[config.mk]
export PLATFORM = sky130hd
export DESIGN_NAME = clk_ctrl_top
export DESIGN_NICKNAME = d
export VERILOG_FILES = /design/src/logic/clk_ctrl_pkg.sv /design/src/logic/tick_switch.sv /design/src/logic/pll_lock_ctrl.sv /design/src/logic/clk_ctrl_top.sv
export SDC_FILE = /design/constraint.sdc
export NUM_CORES = 1
export LEC_CHECK = 0
export ABC_AREA = 1
export BUFFER_PORTS_ARGS = -buffer_cell sky130_fd_sc_hd__clkbuf_2
export CORE_ASPECT_RATIO = 1.4
export CORE_UTILIZATION = 55
export DETAILED_ROUTE_END_ITERATION = 8
export PLACE_DENSITY = 0.74
export REMOVE_ABC_BUFFERS = 1
export SYNTH_ARGS = -nofsm -noshare
export SYNTH_HDL_FRONTEND = slang
export SYNTH_SLANG_ARGS = --single-unit
[constraint.sdc]
create_clock -name i_ref_clk -period 3.28 [get_ports i_ref_clk]
set_clock_uncertainty 0.1 [all_clocks]
set_input_delay 0.656 -clock i_ref_clk [delete_from_list [all_inputs] [get_ports i_ref_clk]]
set_output_delay 0.656 -clock i_ref_clk [all_outputs]
set_load 0.03 [all_outputs]
[src/logic/clk_ctrl_pkg.sv]
// Constants and types shared by the clock source and multiplier-loop control
// Behaviour
// Reset selects internal RC oscillator
// Software picks RC, crystal or RTC source
// Input pre-divider from 1 to 256
// Feedback divider from 1 to 32768
// Software keeps oscillator within 275-550 MHz
// Main loop off, bypassed after reset, power-down
// Enable, wait lock, then connect
// CPU clock equals input unless connected
// Each peripheral clock selected independently
// Crystal usable direct or through loop
// USB loop uses crystal, feeds USB only
// USB loop off after reset
// USB falls back to main-loop 48 MHz
// USB clock has 50 percent duty
// Lock status readable, glitch-free lock-gated switching
package clk_ctrl_pkg;

    //------------------------------------------------------------------
    // Register bus
    //------------------------------------------------------------------
    localparam int ADDR_W = 8;
    localparam int DATA_W = 32;

    localparam logic [ADDR_W-1:0] OFS_SRC_SEL   = 8'h00;
    localparam logic [ADDR_W-1:0] OFS_MAIN_CTRL = 8'h04;
    localparam logic [ADDR_W-1:0] OFS_MAIN_CFG  = 8'h08;
    localparam logic [ADDR_W-1:0] OFS_MAIN_STAT = 8'h0C;
    localparam logic [ADDR_W-1:0] OFS_USB_CTRL  = 8'h10;
    localparam logic [ADDR_W-1:0] OFS_USB_STAT  = 8'h14;
    localparam logic [ADDR_W-1:0] OFS_PCLK_SEL  = 8'h18;
    localparam logic [ADDR_W-1:0] OFS_DIV       = 8'h1C;

    //------------------------------------------------------------------
    // Field layout
    //------------------------------------------------------------------
    localparam int BIT_EN      = 0;
    localparam int BIT_CONN    = 1;
    localparam int BIT_LOCK    = 2;
    localparam int PRE_W       = 8;   // pre-divider minus one
    localparam int FB_W        = 15;  // feedback divider minus one
    localparam int CFG_FB_LSB  = 8;
    localparam int DIV_W       = 8;
    localparam int DIV_USB_LSB = 8;
    localparam int PCLK_SEL_W  = 2;

    //------------------------------------------------------------------
    // Reset values and timing counts
    //------------------------------------------------------------------
    localparam logic [DIV_W-1:0] CPU_DIV_RST     = 8'h03;
    localparam logic [DIV_W-1:0] USB_FB_DIV_RST  = 8'h04;
    localparam logic [PRE_W-1:0] USB_PRE_M1      = 8'h00;
    localparam logic [FB_W-1:0]  USB_FB_M1       = 15'h0003;
    localparam int               LOCK_REFS       = 8;

    //------------------------------------------------------------------
    // Types
    //------------------------------------------------------------------
    typedef enum logic [1:0] {SRC_IRC, SRC_MAIN, SRC_RTC} src_sel_t;

    typedef struct packed {
        logic [ADDR_W-1:0] addr;
        logic [DATA_W-1:0] wdata;
        logic              we;
        logic              re;
    } reg_req_t;

    typedef struct packed {
        logic rtc;
        logic main;
        logic internal_rc_osc;
    } osc_ticks_t;

    typedef struct packed {
        logic [FB_W-1:0]  fb_m1;
        logic [PRE_W-1:0] pre_m1;
        logic             pwr;
    } pll_cfg_t;

endpackage : clk_ctrl_pkg

[src/logic/tick_switch.sv]
// Glitch-free selector between clock-enable tick streams
`timescale 1ns/10ps
module tick_switch #(
    parameter int N  = 3,
    parameter int SW = 2
) (
    input  wire logic          i_ref_clk,
    input  wire logic          i_nrst,
    input  wire logic [N-1:0]  i_tick,
    input  wire logic [SW-1:0] i_sel,
    output logic               o_tick,
    output logic [SW-1:0]      o_cur_sel
);
    typedef enum {ST_RUN, ST_DRAIN, ST_ARM} sw_state_t;

    sw_state_t       state_r;
    logic [SW-1:0]   cur_r;
    logic [SW-1:0]   tgt_r;
    logic            cur_tick;
    logic            tgt_tick;

    // Out-of-range indices read as silent sources
    assign cur_tick  = (32'(cur_r) < N) ? i_tick[cur_r] : 1'b0;
    assign tgt_tick  = (32'(tgt_r) < N) ? i_tick[tgt_r] : 1'b0;
    assign o_tick    = (state_r == ST_ARM) ? 1'b0 : cur_tick;
    assign o_cur_sel = cur_r;

    // Finish old tick, hold quiet, then start on a fresh new tick
    always_ff @(posedge i_ref_clk) begin
        if (!i_nrst) begin
            state_r <= ST_RUN;
            cur_r   <= '0;
            tgt_r   <= '0;
        end else begin
            case (state_r)
                ST_RUN: begin
                    if (i_sel != cur_r && 32'(i_sel) < N) begin
                        tgt_r   <= i_sel;
                        state_r <= ST_DRAIN;
                    end
                end
                ST_DRAIN: begin
                    if (cur_tick) state_r <= ST_ARM;
                end
                ST_ARM: begin
                    if (tgt_tick) begin
                        cur_r   <= tgt_r;
                        state_r <= ST_RUN;
                    end
                end
                default: state_r <= ST_RUN;
            endcase
        end
    end

endmodule : tick_switch

[src/logic/pll_lock_ctrl.sv]
// Divider and lock detector around one multiplier loop oscillator
`timescale 1ns/10ps
module pll_lock_ctrl
    import clk_ctrl_pkg::*;
#(
    parameter int PW = PRE_W,
    parameter int FW = FB_W
) (
    input  wire logic          i_ref_clk,
    input  wire logic          i_nrst,
    input  wire logic          i_en,
    input  wire logic          i_ref_tick,
    input  wire logic          i_cco_tick,
    input  wire logic [PW-1:0] i_pre_m1,
    input  wire logic [FW-1:0] i_fb_m1,
    output logic               o_locked
);
    logic [PW-1:0] pre_cnt_r;
    logic [FW-1:0] fb_cnt_r;
    logic [1:0]    seen_r;
    logic [3:0]    good_r;
    logic          ref_div;
    logic          fb_div;
    logic [1:0]    seen_tot;

    assign ref_div  = i_ref_tick && pre_cnt_r == i_pre_m1;
    assign fb_div   = i_cco_tick && fb_cnt_r == i_fb_m1;
    assign seen_tot = (seen_r == 2'h2) ? seen_r : seen_r + {1'b0, fb_div};

    // Input and feedback dividers
    always_ff @(posedge i_ref_clk) begin
        if (!i_nrst || !i_en) begin
            pre_cnt_r <= '0;
            fb_cnt_r  <= '0;
        end else begin
            if (i_ref_tick) pre_cnt_r <= ref_div ? '0 : pre_cnt_r + 1'b1;
            if (i_cco_tick) fb_cnt_r  <= fb_div ? '0 : fb_cnt_r + 1'b1;
        end
    end

    // Frequency check: exactly one feedback edge per divided reference
    always_ff @(posedge i_ref_clk) begin
        if (!i_nrst || !i_en) begin
            seen_r   <= '0;
            good_r   <= '0;
            o_locked <= 1'b0;
        end else if (ref_div) begin
            seen_r <= '0;
            if (seen_tot == 2'h1) begin
                if (32'(good_r) < LOCK_REFS) good_r <= good_r + 1'b1;
                else o_locked <= 1'b1;
            end else begin
                good_r   <= '0;
                o_locked <= 1'b0;
            end
        end else begin
            seen_r <= seen_tot;
        end
    end

endmodule : pll_lock_ctrl

[src/logic/clk_ctrl_top.sv]
// Clock source selection, main and USB multiplier loop control, clock enables
//
// The placing of the registers and strobed register access were chosen for this implementation.
`timescale 1ns/10ps
module clk_ctrl_top #(
    parameter int NPER = 8
) (
    input  wire logic                        i_ref_clk,
    input  wire logic                        i_nrst,
    input  wire clk_ctrl_pkg::reg_req_t      i_bus,
    output logic [clk_ctrl_pkg::DATA_W-1:0]  o_rdata,
    input  wire clk_ctrl_pkg::osc_ticks_t    i_osc,
    input  wire logic                        i_main_cco_tick,
    input  wire logic                        i_usb_cco_tick,
    input  wire logic                        i_power_down,
    output clk_ctrl_pkg::pll_cfg_t           o_main_pll_cfg,
    output logic                             o_usb_pll_pwr,
    output logic                             o_cpu_clk_en,
    output logic [NPER-1:0]                  o_pclk_en,
    output logic                             o_usb_clk
);
    import clk_ctrl_pkg::*;

    //------------------------------------------------------------------
    // Declarations
    //------------------------------------------------------------------
    logic [1:0]                 src_sel_r;
    logic                       main_en_r;
    logic                       main_conn_r;
    logic [PRE_W-1:0]           main_pre_r;
    logic [FB_W-1:0]            main_fb_r;
    logic                       usb_en_r;
    logic                       usb_conn_r;
    logic [DIV_W-1:0]           cpu_div_r;
    logic [DIV_W-1:0]           usb_fb_div_r;
    logic [PCLK_SEL_W*NPER-1:0] pclk_sel_r;
    logic [DATA_W-1:0]          rdata_nxt;
    logic [DIV_W-1:0]           cpu_cnt_r;
    logic [DIV_W-1:0]           usb_fb_cnt_r;
    logic                       usb_clk_r;

    logic                       main_locked;
    logic                       usb_locked;
    logic                       main_conn_eff;
    logic                       usb_conn_eff;
    logic                       pll_in_tick;
    logic                       pll_out_tick;
    logic                       cpu_tick;
    logic                       usb_fb_tick;
    logic                       usb_tick;
    logic                       wr;
    logic                       rd;

    assign wr = i_bus.we;
    assign rd = i_bus.re;

    //------------------------------------------------------------------
    // Source selection into the main loop
    //------------------------------------------------------------------
    // Three oscillators feed one glitch-free switch; reset starts on RC
    tick_switch #(
        .N  (3),
        .SW (2)
    ) u_src_switch (
        .i_ref_clk (i_ref_clk),
        .i_nrst    (i_nrst),
        .i_tick    ({i_osc.rtc, i_osc.main, i_osc.internal_rc_osc}),
        .i_sel     (src_sel_r),
        .o_tick    (pll_in_tick),
        .o_cur_sel ()
    );

    //------------------------------------------------------------------
    // Main multiplier loop
    //------------------------------------------------------------------
    pll_lock_ctrl #(
        .PW (PRE_W),
        .FW (FB_W)
    ) u_main_lock (
        .i_ref_clk  (i_ref_clk),
        .i_nrst     (i_nrst),
        .i_en       (main_en_r),
        .i_ref_tick (pll_in_tick),
        .i_cco_tick (i_main_cco_tick),
        .i_pre_m1   (main_pre_r),
        .i_fb_m1    (main_fb_r),
        .o_locked   (main_locked)
    );

    // Analog loop sees power and divider settings straight from registers
    assign o_main_pll_cfg.pwr    = main_en_r;
    assign o_main_pll_cfg.pre_m1 = main_pre_r;
    assign o_main_pll_cfg.fb_m1  = main_fb_r;

    // Connection only counts while powered and locked
    assign main_conn_eff = main_en_r && main_conn_r && main_locked;

    // A stopped loop hands over the bypass stream, so the switch never waits forever
    assign pll_out_tick = main_en_r ? (i_main_cco_tick && cpu_cnt_r == cpu_div_r)
                                    : pll_in_tick;

    always_ff @(posedge i_ref_clk) begin
        if (!i_nrst || !main_en_r) begin
            cpu_cnt_r <= '0;
        end else if (i_main_cco_tick) begin
            cpu_cnt_r <= (cpu_cnt_r == cpu_div_r) ? '0 : cpu_cnt_r + 1'b1;
        end
    end

    //------------------------------------------------------------------
    // CPU clock: bypass or loop output
    //------------------------------------------------------------------
    // Bypass passes the selected input unchanged, so rates are equal
    tick_switch #(
        .N  (2),
        .SW (1)
    ) u_cpu_switch (
        .i_ref_clk (i_ref_clk),
        .i_nrst    (i_nrst),
        .i_tick    ({pll_out_tick, pll_in_tick}),
        .i_sel     (main_conn_eff),
        .o_tick    (cpu_tick),
        .o_cur_sel ()
    );

    assign o_cpu_clk_en = cpu_tick;

    //------------------------------------------------------------------
    // Peripheral clock enables
    //------------------------------------------------------------------
    // Each peripheral divides the CPU tick by 1, 2, 4 or 8 on its own
    genvar gp;
    generate
        for (gp = 0; gp < NPER; gp++) begin : g_pclk
            logic [2:0] cnt_r;
            logic [1:0] sel;
            logic [2:0] mask;

            assign sel  = pclk_sel_r[gp*PCLK_SEL_W +: PCLK_SEL_W];
            assign mask = 3'((4'h1 << sel) - 4'h1);
            assign o_pclk_en[gp] = cpu_tick && (cnt_r & mask) == 3'h0;

            always_ff @(posedge i_ref_clk) begin
                if (!i_nrst) begin
                    cnt_r <= '0;
                end else if (cpu_tick) begin
                    cnt_r <= cnt_r + 1'b1;
                end
            end
        end
    endgenerate

    //------------------------------------------------------------------
    // USB multiplier loop and fallback
    //------------------------------------------------------------------
    // Reference is the crystal only, whatever the main source is
    pll_lock_ctrl #(
        .PW (PRE_W),
        .FW (FB_W)
    ) u_usb_lock (
        .i_ref_clk  (i_ref_clk),
        .i_nrst     (i_nrst),
        .i_en       (usb_en_r),
        .i_ref_tick (i_osc.main),
        .i_cco_tick (i_usb_cco_tick),
        .i_pre_m1   (USB_PRE_M1),
        .i_fb_m1    (USB_FB_M1),
        .o_locked   (usb_locked)
    );

    assign o_usb_pll_pwr = usb_en_r;
    assign usb_conn_eff  = usb_en_r && usb_conn_r && usb_locked;

    // Main-loop derived ticks at twice 48 MHz for the fallback path
    assign usb_fb_tick = i_main_cco_tick && usb_fb_cnt_r == usb_fb_div_r;

    always_ff @(posedge i_ref_clk) begin
        if (!i_nrst || !main_en_r) begin
            usb_fb_cnt_r <= '0;
        end else if (i_main_cco_tick) begin
            usb_fb_cnt_r <= usb_fb_tick ? '0 : usb_fb_cnt_r + 1'b1;
        end
    end

    // Fallback stays selected until the USB loop is up, locked and connected
    tick_switch #(
        .N  (2),
        .SW (1)
    ) u_usb_switch (
        .i_ref_clk (i_ref_clk),
        .i_nrst    (i_nrst),
        .i_tick    ({i_usb_cco_tick, usb_fb_tick}),
        .i_sel     (usb_conn_eff),
        .o_tick    (usb_tick),
        .o_cur_sel ()
    );

    // Toggle per tick: equal high and low whichever source runs
    always_ff @(posedge i_ref_clk) begin
        if (!i_nrst) begin
            usb_clk_r <= 1'b0;
        end else if (usb_tick) begin
            usb_clk_r <= ~usb_clk_r;
        end
    end

    assign o_usb_clk = usb_clk_r;

    //------------------------------------------------------------------
    // Register writes
    //------------------------------------------------------------------
    // Source select; reset lands on the RC oscillator
    always_ff @(posedge i_ref_clk) begin
        if (!i_nrst) begin
            src_sel_r <= SRC_IRC;
        end else if (wr && i_bus.addr == OFS_SRC_SEL && i_bus.wdata[1:0] != 2'h3) begin
            src_sel_r <= i_bus.wdata[1:0];
        end
    end

    // Main loop control; power-down drops it back to bypass
    always_ff @(posedge i_ref_clk) begin
        if (!i_nrst || i_power_down) begin
            main_en_r   <= 1'b0;
            main_conn_r <= 1'b0;
        end else if (wr && i_bus.addr == OFS_MAIN_CTRL) begin
            main_en_r   <= i_bus.wdata[BIT_EN];
            // A connect while unlocked is refused
            main_conn_r <= i_bus.wdata[BIT_CONN] && i_bus.wdata[BIT_EN]
                           && main_locked;
        end else if (!main_locked) begin
            main_conn_r <= 1'b0;
        end
    end

    // Divider settings; change them only while disconnected
    always_ff @(posedge i_ref_clk) begin
        if (!i_nrst) begin
            main_pre_r <= '0;
            main_fb_r  <= '0;
        end else if (wr && i_bus.addr == OFS_MAIN_CFG) begin
            main_pre_r <= i_bus.wdata[PRE_W-1:0];
            main_fb_r  <= i_bus.wdata[CFG_FB_LSB +: FB_W];
        end
    end

    // USB loop control, off after reset
    always_ff @(posedge i_ref_clk) begin
        if (!i_nrst) begin
            usb_en_r   <= 1'b0;
            usb_conn_r <= 1'b0;
        end else if (wr && i_bus.addr == OFS_USB_CTRL) begin
            usb_en_r   <= i_bus.wdata[BIT_EN];
            usb_conn_r <= i_bus.wdata[BIT_CONN] && i_bus.wdata[BIT_EN]
                          && usb_locked;
        end else if (!usb_locked) begin
            usb_conn_r <= 1'b0;
        end
    end

    // Peripheral selects and post-dividers
    always_ff @(posedge i_ref_clk) begin
        if (!i_nrst) begin
            pclk_sel_r   <= '0;
            cpu_div_r    <= CPU_DIV_RST;
            usb_fb_div_r <= USB_FB_DIV_RST;
        end else if (wr && i_bus.addr == OFS_PCLK_SEL) begin
            pclk_sel_r <= i_bus.wdata[PCLK_SEL_W*NPER-1:0];
        end else if (wr && i_bus.addr == OFS_DIV) begin
            cpu_div_r    <= i_bus.wdata[DIV_W-1:0];
            usb_fb_div_r <= i_bus.wdata[DIV_USB_LSB +: DIV_W];
        end
    end

    //------------------------------------------------------------------
    // Register reads
    //------------------------------------------------------------------
    // Unmapped offsets read as zero
    always_comb begin
        rdata_nxt = '0;
        case (i_bus.addr)
            OFS_SRC_SEL:   rdata_nxt[1:0] = src_sel_r;
            OFS_MAIN_CTRL: begin
                rdata_nxt[BIT_EN]   = main_en_r;
                rdata_nxt[BIT_CONN] = main_conn_r;
            end
            OFS_MAIN_CFG: begin
                rdata_nxt[PRE_W-1:0]          = main_pre_r;
                rdata_nxt[CFG_FB_LSB +: FB_W] = main_fb_r;
            end
            OFS_MAIN_STAT: begin
                rdata_nxt[BIT_EN]   = main_en_r;
                rdata_nxt[BIT_CONN] = main_conn_eff;
                rdata_nxt[BIT_LOCK] = main_locked;
            end
            OFS_USB_CTRL: begin
                rdata_nxt[BIT_EN]   = usb_en_r;
                rdata_nxt[BIT_CONN] = usb_conn_r;
            end
            OFS_USB_STAT: begin
                rdata_nxt[BIT_EN]   = usb_en_r;
                rdata_nxt[BIT_CONN] = usb_conn_eff;
                rdata_nxt[BIT_LOCK] = usb_locked;
            end
            OFS_PCLK_SEL:  rdata_nxt[PCLK_SEL_W*NPER-1:0] = pclk_sel_r;
            OFS_DIV: begin
                rdata_nxt[DIV_W-1:0]          = cpu_div_r;
                rdata_nxt[DIV_USB_LSB +: DIV_W] = usb_fb_div_r;
            end
            default:       rdata_nxt = '0;
        endcase
    end

    // Read data stand for one cycle only, zero otherwise
    always_ff @(posedge i_ref_clk) begin
        if (!i_nrst) begin
            o_rdata <= '0;
        end else begin
            o_rdata <= rd ? rdata_nxt : '0;
        end
    end

endmodule : clk_ctrl_top

# After elaboration in Yosys (flattened, before gate mapping)
# Index checks and enable logic that the tools add are counted.
# totals
latch_bits	0
mem_count	0
wordCells	261
ramBits	0
inputBits	50
output_inout_bits	67
register_bits	298
romBits	0
# classes
bitwise_logic	10
shifts	8
mul	0
order_cmp	11
reduce_logical	66
eq_ne	44
add_sub_neg	26
div_mod_pow	0
muxes	53
# ops
operator	n
$mux W32	9
$pmux W32 S3	3
$eq A32 B1 Y1 const B	3
$eq A32 B2 Y1 const B	3
$eq A32 B3 Y1 const B	3
$logic_not A32 Y1	3
$pmux W13 S3	1
$add A8 B1 Y8 const B	4
$eq A8 B5 Y1 const B	4
$mux W8	4
$add A15 B1 Y15 const B	2
$mux W15	2
$logic_and A1 B1 Y1	29
$add A3 B1 Y3 const B	8
$and A3 B3 Y3	8
$eq A8 B8 Y1	3
$logic_not A3 Y1	8
$mux W1	24
$reduce_and A2 Y1	12
$shl A1 B2 Y3 const A	8
$sub A3 B1 Y3 const B	8
$ne A2 B1 Y1 const B	9
$eq A8 B4 Y1 const B	2
$logic_not A8 Y1	2
other kinds (24)	56

# Logic depth before layout (Yosys ltp)
# depth
word_depth	9
depth_mapped	16
depth_no_buf	16

# By module
# From an unflattened synthesis, not the netlist that was laid out.
# hier_totals
cells_unflattened	1520
hier_area_um2	10523.8
# modules_own_cells
mod	instances	cells_each	area_per_inst_um2	seq_area_each_um2
clk_ctrl_top	1	797	5836.8	2502.4
pll_lock_ctrl	2	296	1941.9	600.6
tick_switch at u_cpu_switch ...	2	36	225.2	80.1
tick_switch at u_src_switch	1	59	352.8	120.1

# Worst setup path before layout
# No wires, ideal clock.
# synth_path
path_type	input to output
start	input i_osc[1] (netlist bit)
end	output o_pclk_en[0]
arrival_ns	2.114
n_path_buf	3
setup_slack_ns	0.410
required_ns	2.524
path_stages	11
cell_sequence	buf_4 nand2_1 o211ai_1 nand2_1 nor2_4 nand2_1 nand3_2 nand3_2 buf_6 buf_6 nor3_2
# synth_between
elab_chain_cells	9
# synth_lines
item	line	rtl
start: declaration	clk_ctrl_top.sv:12	input wire clk_ctrl_pkg::osc_ticks_t i_osc,
$bmux W1 S2 *	tick_switch.sv:23	assign cur_tick = (32'(cur_r) < N) ? i_tick[cur_r] : 1'b0;
$mux W1 (not written as such) *	tick_switch.sv:23	
$mux W1 *	tick_switch.sv:23	
$mux W1 *	tick_switch.sv:25	assign o_tick = (state_r == ST_ARM) ? 1'b0 : cur_tick;
$mux W1	clk_ctrl_top.sv:99	assign pll_out_tick = main_en_r ? (i_main_cco_tick && cpu_cnt_r == cpu_div_r)
$mux W1 (not written as such) * (2 in series)	tick_switch.sv:23	
$mux W1 *	tick_switch.sv:25	
$logic_and A1 B1 Y1 *	clk_ctrl_top.sv:141	assign o_pclk_en[gp] = cpu_tick && (cnt_r & mask) == 3'h0;
end: declaration	clk_ctrl_top.sv:19	output logic [NPER-1:0] o_pclk_en,
# Mark *: on every way between the ends. The rest lies on a longest branch, timed or not. The select of a mux whose other input is x is not followed.

# Worst setup path in the final report
# layout_path
start	register cpu_cnt_r[5]
end	output o_pclk_en[0]
# layout_between
elab_chain_cells	7
# layout_lines
item	line	rtl
start: declaration	clk_ctrl_top.sv:38	logic [DIV_W-1:0] cpu_cnt_r;
start signal: assignment	clk_ctrl_top.sv:106	cpu_cnt_r <= (cpu_cnt_r == cpu_div_r) ? '0 : cpu_cnt_r + 1'b1;
$eq A8 B8 Y1	clk_ctrl_top.sv:99	
$logic_and A1 B1 Y1	clk_ctrl_top.sv:99	
$mux W1	clk_ctrl_top.sv:99	
$mux W1 (not written as such) (2 in series)	tick_switch.sv:23	
$mux W1	tick_switch.sv:25	
$logic_and A1 B1 Y1	clk_ctrl_top.sv:141	
# Every way passes these cells. The select of a mux whose other input is x is not followed.

==> results.txt <==
- Aggregate global-route resource usage: 0.272
- Sequential fraction of the synthesis area: 0.424
* Layout cell share with drive strength beyond 1: 0.130
* Status: finished clean
- Synth top area share: 0.424
- The total count of max-transition violations in the final report came to 0.
* Top cell family by delay on the critical path: simple AND/OR/NAND/NOR gates
- STA puts the critical path data required time at 2520 ps.
* Number of buffer cells added on primary ports: 98
- Clock tree synthesis inserted a total of 17 buffers.
* Worst slew margin: 0.616
* Number of iterations in the first detailed-routing pass: 5
* Leakage dissipation: 4.62 nW
- Entering global routing, the biggest net connects 49 pins.
- After synthesis, the netlist uses 44 different library cells.
* Root Driver: sky130_fd_sc_hd__clkbuf_16
* Vias post-DR: 8660
- Gpl congestion: 0.850
* Proportion of synthesized flip-flops having asynchronous set or reset: 0
- Final ANT Viol Nets: 0
- Fraction of the core area covered by cells at the end of the flow: 0.637
* Element type at the critical path start: register
* Largest stage delay on the critical path: 380 ps
- Remaining global-route overflow: 0
* Number of levels the H-tree was split into: 4
- The synthesized netlist occupies a cell area of 0.00939 sq mm.
- The clock period could shrink to 3090 ps.
- Ant. Diodes: 0
* Clock Sinks: 199
* Largest cells by area after synthesis: sky130_fd_sc_hd__dfxtp_1 (42%), sky130_fd_sc_hd__nand2_1 (8.7%), sky130_fd_sc_hd__inv_1 (8.0%)
- For this configuration, the core starts out at a cell density of 0.561.
- The final layout contains routed wiring with a total length of 23.0 mm.
- Largest vdd supply drop: 0.337 mV
- In this run the worst hold path is classified as register to register.
- Io pins: 117
- The most numerous cell type found on the critical path is sky130_fd_sc_hd__nand2_1.
* FMAX: 324 MHz
- Tightest Pin Transition: 571 ps
- Together, buffers and inverters on the worst path number 3.
- In this run the standard cell core region covers 0.0167 sq mm.
* Most used flip-flop cell after synthesis: sky130_fd_sc_hd__dfxtp_1
- The die is 112 um wide.
- The via count of the first global-routing pass was 8302.
- Number of flops mapped to enable cells by yosys: 0
* Post-synthesis cell count: 1294
- The floorplan has 56 rows.
- The floorplan step defined a die boundary enclosing 0.0176 sq mm.
* Slowest-stage cell, CP: sky130_fd_sc_hd__dfxtp_1
* Routed vias/inst: 5.38
- At the later pin of the worst-skew pair, clock insertion delay measures 440 ps.
- After the flow finishes, the layout carries non-filler instances totaling 1609.
- In the final design database the tool counted 1463 nets.
- CTS tree: done
* Number of synthesis warnings: 0
* Largest fanout of any net on the critical path: 48
* Signal arrival time at the worst endpoint: 2330 ps
* First-pass GRT wire length: 38.0 mm
- Largest area contributor in the netlist: sky130_fd_sc_hd__dfxtp_1
* Class of the most critical setup path: register to primary output
- Dividing the detail-routed wire length by the instance count gives 14.3 um.
* Die height: 157 um
- Pwr dens: 449 mW/mm^2
- Cell Chain, Critical Path: inv_2, nand2_1, nand2_1, nor2_1, nand2_1, nor2_2, nand3_1, nand3_2, nand3_2, buf_12, nor3_2, buf_2
* Worst Setup End Kind: primary output
- In the finished design, the share of the clock period the worst path needs comes to 0.941.
- The initial antenna violation count was 0.
- Number of cells in the design after placement: 1576
- The longest clock path from root to sink contains 2 buffers.
* Mean instance size in the synthesized netlist: 7.26 sq um
* Number of DRC violations after detailed routing: 0
- Setup repair after global routing left no endpoint under its margin.
- Post-synthesis to final-layout area growth: 13.6%
* Seq cells post-synth: 199
* Initial DRC count: 530
- Finish-stage setup viols: 0
* Post-detail-place hpwl: 16.8 mm
* Number of filler cells placed in the layout: 1523
* Clock slew at reported path FFs: 70 ps
- Max-cap violations: 0
- Hold violation count in the final report: 0
[logic make-up after synthesis]
family                   count (synthesis)  share of synthesized area
AND/OR/NAND/NOR                        502                      0.239
AO/OA/AOI/OAI                          273                      0.157
XOR/XNOR                                48                     0.0448
flip-flops                             199                      0.424
other                                    1                   0.000399
buffers and inverters                  252                      0.109
adder cells (fa/ha/maj)                 19                     0.0253
[layout make-up]
class                   instances  area (sq um)  share of cell area
clock buffers                  22           474              0.0445
clock inverters                 9           100             0.00938
inverters                     206           773              0.0725
multi-input cells             851          4420               0.414
flip-flops and latches        199          3990               0.374
well taps                     203           254              0.0238
repair buffers                119           663              0.0622
[state kept, by name, indices dropped and copies added, names as in the netlist, 8 cells and up]
register	count
usb_fb_div_r	8
u_main_lock.fb_cnt_r	15
g_pclk.cnt_r	24
u_usb_lock.fb_cnt_r	15
pclk_sel_r	16
u_main_lock.pre_cnt_r	8
cpu_div_r	8
o_rdata	23
u_usb_lock.pre_cnt_r	8
main_pre_r	8
cpu_cnt_r	8
main_fb_r	15
usb_fb_cnt_r	8
[through the flow]
step,setup TNS [ps],area (sq um),total power [mW],setup WS [ps],hold WS (ps)
final,0,10700,4.79,195,373
after global routing,0,10700,4.95,20.2,385
after CTS,0,10600,4.81,57.1,366
after detailed placement,0,10100,2.78,239,363
after global placement,0,10100,2.77,286,345
after floorplan,-793,9170,2.67,-99.2,335
[power breakdown]
| group | switching (mW) | total (mW) | internal (mW) | leakage (nW) |
|---|---|---|---|---|
| sequential | 0.0161 | 2.46 | 2.44 | 1.61 |
| combinational | 0.185 | 0.273 | 0.0873 | 2.73 |
| clock | 0.886 | 2.06 | 1.17 | 0.282 |
| total | 1.09 | 4.79 | 3.70 | 4.62 |
[cell usage after synthesis, types with 4 or more instances]
library cell	count
sky130_fd_sc_hd__ha_1	19
sky130_fd_sc_hd__nand4_1	26
sky130_fd_sc_hd__xnor2_1	6
sky130_fd_sc_hd__o31ai_1	4
sky130_fd_sc_hd__nand2_1	217
sky130_fd_sc_hd__o221ai_1	8
sky130_fd_sc_hd__xor2_1	42
sky130_fd_sc_hd__nand3_1	47
sky130_fd_sc_hd__o211ai_1	7
sky130_fd_sc_hd__inv_2	5
sky130_fd_sc_hd__nor2_1	142
sky130_fd_sc_hd__clkbuf_1	13
sky130_fd_sc_hd__a21oi_1	132
sky130_fd_sc_hd__buf_4	12
sky130_fd_sc_hd__o21ai_0	91
sky130_fd_sc_hd__buf_2	16
sky130_fd_sc_hd__o22ai_1	18
sky130_fd_sc_hd__nor3_1	31
sky130_fd_sc_hd__dfxtp_1	199
sky130_fd_sc_hd__nor4_1	7
sky130_fd_sc_hd__nor3_2	8
sky130_fd_sc_hd__inv_1	199
[routing by layer]
layer,GRT usage,part of all wire,up-vias
li1,-,-,4390
met4,0.121,0.029,0
met3,0.0476,0.041,55
met5,0,0,-
met2,0.510,0.52,217
met1,0.297,0.41,3998
[placed cells by master (no fill, tap or decap), types with 7 or more instances in the layout]
master	Yosys	layout
sky130_fd_sc_hd__o221ai_1	8	8
sky130_fd_sc_hd__xor2_1	42	42
sky130_fd_sc_hd__nand3_1	47	47
sky130_fd_sc_hd__o211ai_1	7	7
sky130_fd_sc_hd__conb_1	1	9
sky130_fd_sc_hd__a21oi_1	132	132
sky130_fd_sc_hd__o21ai_0	91	91
sky130_fd_sc_hd__nor3_2	8	8
sky130_fd_sc_hd__dfxtp_1	199	197
sky130_fd_sc_hd__nand4_1	26	26
sky130_fd_sc_hd__nor2_1	142	141
sky130_fd_sc_hd__inv_1	199	199
sky130_fd_sc_hd__nand2_1	217	217
sky130_fd_sc_hd__o22ai_1	18	18
sky130_fd_sc_hd__clkbuf_16	0	17
sky130_fd_sc_hd__buf_4	12	20
sky130_fd_sc_hd__nor4_1	7	7
sky130_fd_sc_hd__nor3_1	31	31
sky130_fd_sc_hd__clkbuf_2	0	95
sky130_fd_sc_hd__ha_1	19	19
[repair_timing]
item,CTS,global route
hold buffers,0,0
gates resized for setup,0,7
setup endpoints to repair,0,7
buffers inserted,0,2
[path summary, 6_finish.rpt]
path	from	to	slack, ps	cells past startpoint
worst min register to register	u_usb_lock.fb_cnt_r[14]	u_usb_lock.fb_cnt_r[14]	370	2
worst max register to register	main_fb_r[0]	u_main_lock.good_r[1]	860	16
worst max-delay path	cpu_cnt_r[5]	o_pclk_en[0]	190	12
worst min-delay path	u_usb_lock.fb_cnt_r[14]	u_usb_lock.fb_cnt_r[14]	370	2
[worst min-delay path, stage by stage (launching register included)]
cell,delay [ps]
sky130_fd_sc_hd__dfxtp_1,310
sky130_fd_sc_hd__inv_1,60
sky130_fd_sc_hd__a21oi_1,50
Note: power is estimated with default switching activity, not from simulation.
